--- config.mk ---
export PLATFORM = sky130hd
export DESIGN_NAME = swl_slave
export DESIGN_NICKNAME = d
export VERILOG_FILES = /design/src/core/swl_pkg.sv /design/src/core/swl_slave.sv
export VERILOG_INCLUDE_DIRS = /design/src /design/src/core
export SDC_FILE = /design/constraint.sdc
export NUM_CORES = 1
export LEC_CHECK = 0
export BUFFER_PORTS_ARGS = -buffer_cell sky130_fd_sc_hd__buf_2
export CAP_MARGIN = 20
export CELL_PAD_IN_SITES_DETAIL_PLACEMENT = 1
export CELL_PAD_IN_SITES_GLOBAL_PLACEMENT = 2
export CORE_MARGIN = 4
export CORE_UTILIZATION = 36
export CTS_CLUSTER_SIZE = 16
export DETAILED_ROUTE_END_ITERATION = 10
export GPL_ROUTABILITY_DRIVEN = 0
export HOLD_SLACK_MARGIN = 0.1
export PLACE_DENSITY_LB_ADDON = 0.1
export SKIP_CTS_REPAIR_TIMING = 1
export SLEW_MARGIN = 25
export SYNTH_ARGS = -nofsm -noshare
export SYNTH_HDL_FRONTEND = slang
export SYNTH_SLANG_ARGS = --single-unit
export TNS_END_PERCENT = 20
--- constraint.sdc ---
create_clock -name clk -period 6 [get_ports clk]
set_input_delay 0.9 -clock clk [delete_from_list [all_inputs] [get_ports clk]]
set_output_delay 0.9 -clock clk [all_outputs]
set_load 0.1 [all_outputs]
--- src/core/swl_map.svh ---
// Timing constants and command codes for the single-wire slave link
`ifndef SWL_MAP_SVH
`define SWL_MAP_SVH
`define SWL_CLK_MHZ 10
`define SWL_WRITE_SAMPLE_US 30
`define SWL_READ_RELEASE_US 25
`define SWL_RESET_LOW_US 480
`define SWL_PRESENCE_WAIT_US 30
`define SWL_PRESENCE_LOW_US 120
`define SWL_ERASE_BASE_US 60
`define SWL_ERASE_PER_BYTE_US 30
`define SWL_ERASE_MAX_US 1500
`define SWL_WAKE_US 100
`define SWL_CAL_HOUR_CYCLES 36'h8_61C4_6800
`define SWL_CMD_SLEEP 8'h0_0B
`define SWL_CMD_REGRESET 8'h0_0C
`define SWL_CMD_ERASE 8'h0_0E
`define SWL_CMD_PROGRAM 8'h0_0F
`define SWL_CMD_READ 8'h0_0A
`endif

--- src/core/swl_pkg.sv ---
// Types for the single-wire slave link
package swl_pkg;
  typedef enum logic [2:0] {
    SWL_IDLE = 3'b000,
    SWL_LOW = 3'b001,
    SWL_PWAIT = 3'b010,
    SWL_PLOW = 3'b011,
    SWL_RDRV = 3'b100,
    SWL_WAITHI = 3'b101
  } swl_state_t;
  typedef enum logic [1:0] {
    SWL_P_CMD = 2'b00,
    SWL_P_ARG = 2'b01,
    SWL_P_DATA = 2'b10,
    SWL_P_READ = 2'b11
  } swl_phase_t;
endpackage : swl_pkg

--- src/core/swl_slave.sv ---
// Device side of the single-wire open-drain link
`timescale 1ns/1ps
`include "swl_map.svh"
module swl_slave
  import swl_pkg::*;
#(
  parameter longint CAL_PERIOD = `SWL_CAL_HOUR_CYCLES
) (
  // Clock and reset
  input wire logic clk,
  input wire logic rst_b,
  // Single-wire pin, open drain
  input wire logic single_wire_io_in,
  output logic single_wire_io_out,
  output logic single_wire_io_oe_b,
  // Data to send on read slots
  input wire logic [7:0] read_data,
  // Decoded traffic and calibration strobe
  output logic [7:0] cmd_byte,
  output logic [7:0] arg_byte,
  output logic cmd_valid,
  output logic reg_reset,
  output logic sleep_active,
  output logic erase_busy,
  output logic cal_strobe,
  output logic [7:0] write_data,
  output logic write_valid
);
  localparam logic [15:0] SAMPLE_CYC =
    16'(`SWL_WRITE_SAMPLE_US * `SWL_CLK_MHZ);
  localparam logic [15:0] RREL_CYC = 16'(`SWL_READ_RELEASE_US * `SWL_CLK_MHZ);
  localparam logic [15:0] RST_CYC = 16'(`SWL_RESET_LOW_US * `SWL_CLK_MHZ);
  localparam logic [15:0] PWAIT_CYC =
    16'(`SWL_PRESENCE_WAIT_US * `SWL_CLK_MHZ);
  localparam logic [15:0] PLOW_CYC = 16'(`SWL_PRESENCE_LOW_US * `SWL_CLK_MHZ);
  localparam logic [15:0] WAKE_CYC = 16'(`SWL_WAKE_US * `SWL_CLK_MHZ);
  localparam logic [15:0] ERASE_MAX_CYC =
    16'(`SWL_ERASE_MAX_US * `SWL_CLK_MHZ);

  // Erase time in cycles for a byte count, clipped to the ceiling
  function automatic logic [15:0] erase_cycles(input logic [7:0] n);
    logic [31:0] t;
    t = 32'((`SWL_ERASE_BASE_US + `SWL_ERASE_PER_BYTE_US * 32'(n))
      * `SWL_CLK_MHZ);
    erase_cycles = (t > 32'(ERASE_MAX_CYC)) ? ERASE_MAX_CYC : t[15:0];
  endfunction : erase_cycles

  // ----------------------------------------------------------------
  // Input synchroniser
  // ----------------------------------------------------------------
  logic sync1, line, line_d;
  always_ff @(posedge clk or negedge rst_b) begin
    if (!rst_b) begin
      sync1 <= 1'b1;
      line <= 1'b1;
      line_d <= 1'b1;
    end else begin
      sync1 <= single_wire_io_in;
      line <= sync1;
      line_d <= line;
    end
  end
  logic fall;
  assign fall = line_d & ~line;

  // ----------------------------------------------------------------
  // Slot engine
  // ----------------------------------------------------------------
  swl_state_t state, next_state;
  swl_phase_t phase, next_phase;
  logic [15:0] cnt, next_cnt, wake_cnt, next_wake_cnt;
  logic [15:0] erase_cnt, next_erase_cnt;
  logic [2:0] bitn, next_bitn;
  logic [7:0] shreg, next_shreg, txreg, next_txreg;
  logic [7:0] next_cmd_byte, next_arg_byte, next_write_data;
  logic drive, next_drive, sampled, next_sampled;
  logic next_cmd_valid, next_reg_reset, next_sleep;
  logic next_write_valid, next_erase_busy;

  always_comb begin
    next_state = state;
    next_phase = phase;
    next_cnt = (cnt == 16'hFFFF) ? cnt : cnt + 16'h0001;
    next_bitn = bitn;
    next_shreg = shreg;
    next_txreg = txreg;
    next_drive = drive;
    next_sampled = sampled;
    next_cmd_byte = cmd_byte;
    next_arg_byte = arg_byte;
    next_cmd_valid = 1'b0;
    next_reg_reset = 1'b0;
    next_sleep = sleep_active;
    next_write_valid = 1'b0;
    next_write_data = write_data;
    next_wake_cnt = wake_cnt;
    next_erase_cnt = erase_cnt;
    next_erase_busy = erase_busy;
    if (erase_busy) begin
      next_erase_cnt = erase_cnt - 16'h0001;
      if (erase_cnt <= 16'h0001) begin
        next_erase_busy = 1'b0;
      end
    end
    // Wake on any edge; the slot that woke us is dropped while waking
    if (sleep_active) begin
      next_state = SWL_IDLE;
      next_drive = 1'b0;
      if (line != line_d) begin
        next_wake_cnt = WAKE_CYC;
      end else if (wake_cnt != 16'h0000) begin
        next_wake_cnt = wake_cnt - 16'h0001;
        if (wake_cnt == 16'h0001) begin
          next_sleep = 1'b0;
        end
      end
    end else begin
      case (state)
        SWL_IDLE: begin
          if (fall) begin
            next_cnt = 16'h0000;
            next_sampled = 1'b0;
            if (phase == SWL_P_READ) begin
              next_drive = ~txreg[0];
              next_state = SWL_RDRV;
            end else begin
              next_state = SWL_LOW;
            end
          end
        end
        SWL_LOW: begin
          if (!sampled && cnt == SAMPLE_CYC) begin
            next_sampled = 1'b1;
            next_shreg = {line, shreg[7:1]};
            next_bitn = bitn + 3'd1;
            if (bitn == 3'd7) begin
              case (phase)
                SWL_P_CMD: begin
                  next_cmd_byte = {line, shreg[7:1]};
                  next_phase = SWL_P_ARG;
                end
                SWL_P_ARG: begin
                  next_arg_byte = {line, shreg[7:1]};
                  next_cmd_valid = 1'b1;
                  next_phase = SWL_P_DATA;
                  if (cmd_byte == `SWL_CMD_SLEEP) begin
                    next_sleep = 1'b1;
                    next_phase = SWL_P_CMD;
                  end else if (cmd_byte == `SWL_CMD_REGRESET) begin
                    next_reg_reset = 1'b1;
                    next_phase = SWL_P_CMD;
                  end else if (cmd_byte == `SWL_CMD_ERASE) begin
                    next_erase_busy = 1'b1;
                    next_erase_cnt = erase_cycles({line, shreg[7:1]});
                    next_phase = SWL_P_CMD;
                  end else if (cmd_byte == `SWL_CMD_READ) begin
                    next_txreg = read_data;
                    next_phase = SWL_P_READ;
                  end
                end
                default: begin
                  next_write_data = {line, shreg[7:1]};
                  next_write_valid = 1'b1;
                end
              endcase
            end
          end
          // Stay past the sample point: a one pulse ends long before it
          if (line && sampled) begin
            next_state = SWL_IDLE;
          end else if (!line && cnt >= RST_CYC) begin
            next_state = SWL_WAITHI;
          end
        end
        SWL_RDRV: begin
          if (cnt >= RREL_CYC) begin
            next_drive = 1'b0;
            // Bit already sent; the low state must not sample it again
            next_sampled = 1'b1;
            next_txreg = {1'b0, txreg[7:1]};
            next_bitn = bitn + 3'd1;
            if (bitn == 3'd7) begin
              next_txreg = read_data;
            end
            next_state = line ? SWL_IDLE : SWL_LOW;
          end
        end
        SWL_WAITHI: begin
          if (line) begin
            next_cnt = 16'h0000;
            next_state = SWL_PWAIT;
          end
        end
        SWL_PWAIT: begin
          if (cnt >= PWAIT_CYC) begin
            next_cnt = 16'h0000;
            next_drive = 1'b1;
            next_state = SWL_PLOW;
          end
        end
        SWL_PLOW: begin
          if (cnt >= PLOW_CYC) begin
            next_drive = 1'b0;
            next_bitn = 3'd0;
            next_phase = SWL_P_CMD;
            next_state = SWL_IDLE;
          end
        end
        default: begin
          next_state = SWL_IDLE;
          next_drive = 1'b0;
        end
      endcase
    end
  end

  always_ff @(posedge clk or negedge rst_b) begin
    if (!rst_b) begin
      state <= SWL_IDLE;
      phase <= SWL_P_CMD;
      cnt <= 16'h0000;
      bitn <= 3'd0;
      {shreg, txreg, cmd_byte, arg_byte, write_data} <= '0;
      {drive, sampled, cmd_valid, reg_reset} <= 4'h0;
      {sleep_active, write_valid, erase_busy} <= 3'h0;
      wake_cnt <= 16'h0000;
      erase_cnt <= 16'h0000;
    end else begin
      state <= next_state;
      phase <= next_phase;
      cnt <= next_cnt;
      bitn <= next_bitn;
      {shreg, txreg} <= {next_shreg, next_txreg};
      {cmd_byte, arg_byte} <= {next_cmd_byte, next_arg_byte};
      write_data <= next_write_data;
      {drive, sampled} <= {next_drive, next_sampled};
      {cmd_valid, reg_reset} <= {next_cmd_valid, next_reg_reset};
      {sleep_active, write_valid} <= {next_sleep, next_write_valid};
      erase_busy <= next_erase_busy;
      wake_cnt <= next_wake_cnt;
      erase_cnt <= next_erase_cnt;
    end
  end

  // ----------------------------------------------------------------
  // Pin drive and hourly calibration
  // ----------------------------------------------------------------
  assign single_wire_io_out = 1'b0;
  logic oe_b;
  always_ff @(posedge clk or negedge rst_b) begin
    if (!rst_b) begin
      oe_b <= 1'b1;
    end else begin
      oe_b <= ~next_drive;
    end
  end
  assign single_wire_io_oe_b = oe_b;

  // Long count kept in its own wide counter; strobe tells the converter
  logic [35:0] cal_cnt, next_cal_cnt;
  logic next_cal;
  always_comb begin
    next_cal = 1'b0;
    next_cal_cnt = cal_cnt + 36'h1;
    if (cal_cnt >= 36'(CAL_PERIOD - 1)) begin
      next_cal_cnt = 36'h0;
      next_cal = 1'b1;
    end
  end
  always_ff @(posedge clk or negedge rst_b) begin
    if (!rst_b) begin
      cal_cnt <= 36'h0;
      cal_strobe <= 1'b0;
    end else begin
      cal_cnt <= next_cal_cnt;
      cal_strobe <= next_cal;
    end
  end
endmodule : swl_slave

==> results.yml <==
outcome:
  run_status: "complete, no violations"
synthesis:
  synth-seq-area-share_pct: 41.3
  postSynth.topFlopCell: "dfrtp_1"
  synthesis.area_per_instance_um2: 9.31
  synthTopCellsByArea: "dfrtp_1, ha_1, nor2_1, xnor2_1, xor2_1"
  yosys_register_bits: 143
  synth_largest_area_cell: "dfrtp_1"
  synth_cells: 931
  synthesis.yosys.warnings: 0
  cell_area_after_synthesis_um2: 8670
  synth.net_count: 1003
  number_of_flops_mapped_to_enable_cells_by_yosys: 0
  yosysTopAreaCellShare_pct: 40.1
  async_reset_ff_share_pct: 100
  synth.distinct_cells: 66
detailed_routing:
  totalWireLength_um: 20600
  dr.first_iter.drc_count: 285
  vias: 6664
  wl_per_cell_um: 15.8
  drt_pass1_iterations: 4
  antenna_nets_post_route: 0
  route.detailed.drc: 0
  drt-vias-per-instance: 5.11
final_layout:
  layout.filler_cells: 2755
  finish.net_count: 1045
  drive_above_1_share_pct: 13.8
  mostFrequentLayoutCells: "dfrtp_1, nor2_1, nand2_1"
  layout_commonest_cell: "dfrtp_1"
  n_antenna_cell: 0
  area_delta_synth_final_pct: 14.7
die:
  chipWidth_um: 163
  io_pins: 43
  fp.coreArea_um2: 23600
  std_cell_rows: 56
  start_util_pct: 36.7
  dieHeight_um: 163
  design.die.area_um2: 26600
sta:
  final.hold.worst_slack_ns: 0.358
  setup_total_negative_slack_ns: 0
  max-slew-margin-rel_pct: 42.1
  fmax_ghz: 0.179
  layout_min_cycle_time_ns: 5.57
  max_clock_skew_ns: 0.0138
  grt_setup_unrepaired: "no"
  worstMarginPinSlew_ns: 0.868
  finalHoldViolCount: 0
  final-max-slew-violation-count: 0
  min_period_over_period_pct: 92.9
  final.setup.worst_slack_ns: 0.426
  report.final.setup_viol: 0
global_routing:
  use_met1_pct: 23.8
  groute.layer.met2.usage_pct: 25.5
  wire_length_of_the_first_global_routing_pass_um: 35600
  number_of_global_route_vias_before_repair: 6912
  global_route.peak_usage_layer: "met2"
  antenna_found_initial: 0
  grt_start_max_net_pins: 80
  grt_util_all_layers_pct: 16.4
  global_route.usage.met3_pct: 2.62
  grt_overflow: 0
cts:
  cts_root_buffer: "clkbuf_16"
  tritoncts: "done"
  clk_path_buf_depth: 2
  numClockSinks: 143
  clkSlewWorstSetupHoldPaths_ns: 0.07
  htree_num_levels: 4
  numCtsBuffers: 17
  clkLatencyLatePin_ns: 0.42
placement:
  dp_slack_ns: 0.166
  dp.final_hpwl_um: 14800
  placement.io_buffers: 41
power:
  irDropWorstVdd_mv: 0.173
  power.density_cell_area_nw_per_um2: 270
  static-leakage-power_nw: 4.67
min_path:
  worstHoldPathType: "flop to flop"
worst_setup_path:
  worst-setup-path-type: "flop to flop"
  setup.worst_path.end_class: "flop"
  setup.worst_path.start_class: "flop"
  timing.critical_path.cells: "fa_1, fa_1, inv_1, fa_1, nand2b_1, a21oi_2, mux2_2, o2111ai_2, xor2_1, ha_1, ha_1, a211o_1, o2111ai_2, a31oi_1, or3b_1, a311oi_2, buf_4, a31oi_1"
  path_buf_inv: 2
  crit_family: "adder cells"
  worst-endpoint-required_ns: 6.28
  cp_data_arrival_time_ns: 5.86
  max_stage_delay_ns: 0.52
  cpMostUsedCell: "fa_1"
  crit_path_max_fanout: 12
  critical-path-slowest-cell: "fa_1"
run:
  max-cap-violations: 0
==> area by class of cell <==
cell class | count | area, µm² | area share, %
Sequential cell | 143 | 3590 | 36.1
Inverter | 56 | 210 | 2.11
Clock buffer | 18 | 439 | 4.42
Clock inverter | 14 | 155 | 1.56
Timing Repair Buffer | 54 | 309 | 3.11
Multi-Input combinational cell | 701 | 4840 | 48.7
Tap cell | 319 | 399 | 4.02
==> per-stage QoR <==
stage	util [%]	power [mW]	area, µm²	instances
floorplan	-	1.48	8670	931
global placement	39.2	1.61	9260	1273
detailed placement	39.2	1.62	9260	1273
CTS	41.7	2.72	9860	1305
global route	42.1	2.84	9940	1305
finish	42.1	2.68	9940	1305
==> where the power goes <==
part,leakage [nW],total (mW),switching [mW],internal (mW)
registers,1.92,1.15,0.106,1.04
clock network,0.288,1.08,0.453,0.630
logic,2.47,0.448,0.276,0.172
==> cell usage after synthesis (4+ instances only) <==
cell / instances
dfrtp_1: 139
nor2_1: 120
nand2_1: 77
inv_1: 56
o21ai_0: 49
ha_1: 47
xnor2_1: 46
xor2_1: 41
a21oi_1: 40
nand3_1: 33
clkbuf_1: 28
nor3_1: 20
nor4_1: 19
fa_1: 14
nand4_1: 13
a21o_1: 11
mux2i_1: 11
a211oi_1: 10
a31oi_1: 10
and3_1: 10
mux2_2: 10
nand2b_1: 10
nor2b_1: 10
or3_1: 10
a211o_1: 7
nand3b_1: 5
nor3b_1: 5
and2_1: 4
and4_1: 4
dfstp_2: 4
nor4b_1: 4
o211ai_1: 4
or4_1: 4
==> routing by layer <==
layer  share of wire [%]  vias up
met4                 1.1        0
met1                  53     3267
met3                 1.6       19
met5                   0        -
met2                  45       48
li1                    -     3330
==> worst paths after layout <==
kind                                            from                 endpoint  slack, ns  depth (start not counted)
worst min register to register       sync1$_DFF_PN1_           line$_DFF_PN1_       0.36                          0
worst min-delay path                 sync1$_DFF_PN1_           line$_DFF_PN1_       0.36                          0
min in group asynchronous                      rst_b  erase_cnt[14]$_DFF_PN0_       0.49                          1
max in group asynchronous                      rst_b     shreg[3]$_DFFE_PN0P_       4.11                          2
worst max register to register  shreg[3]$_DFFE_PN0P_   erase_cnt[3]$_DFF_PN0_       0.43                         18
worst max-delay path            shreg[3]$_DFFE_PN0P_   erase_cnt[3]$_DFF_PN0_       0.43                         18
==> state kept, by name (all words and copies together) (netlist names) <==
name	flops
arg_byte	8
erase_busy	1
sampled	1
single_wire_io_oe_b	1
cmd_valid	1
shreg	7
bitn	3
wake_cnt	16
phase	2
txreg	8
sync1	1
erase_cnt	16
cmd_byte	8
cal_cnt	36
write_valid	1
sleep_active	1
reg_reset	1
cal_strobe	1
cnt	16
line	1
drive	1
write_data	8
line_d	1
state	3
==> cell families after synthesis <==
family,after synthesis,share of synthesized area [%]
AO/OA/AOI/OAI,163,12.0
multiplexers,21,2.57
AND/OR/NAND/NOR,368,21.3
flip-flops,143,41.3
buffers and inverters,87,3.94
other,1,0.0433
XOR/XNOR,87,8.79
adder cells (fa/ha/maj),61,10.0
==> worst reg2reg max path: stages, from the launching register on <==
cell and delay [ns]:
dfrtp_2 0.46, fa_1 0.49, fa_1 0.52, inv_1 0.05
fa_1 0.40, nand2b_1 0.20, a21oi_2 0.17, mux2_2 0.37
o2111ai_2 0.25, xor2_1 0.25, ha_1 0.27, ha_1 0.39
a211o_1 0.32, o2111ai_2 0.28, a31oi_1 0.12, or3b_1 0.37
a311oi_2 0.21, buf_4 0.22, a31oi_1 0.09
No activity file was read; power rests on OpenSTA's default activity.
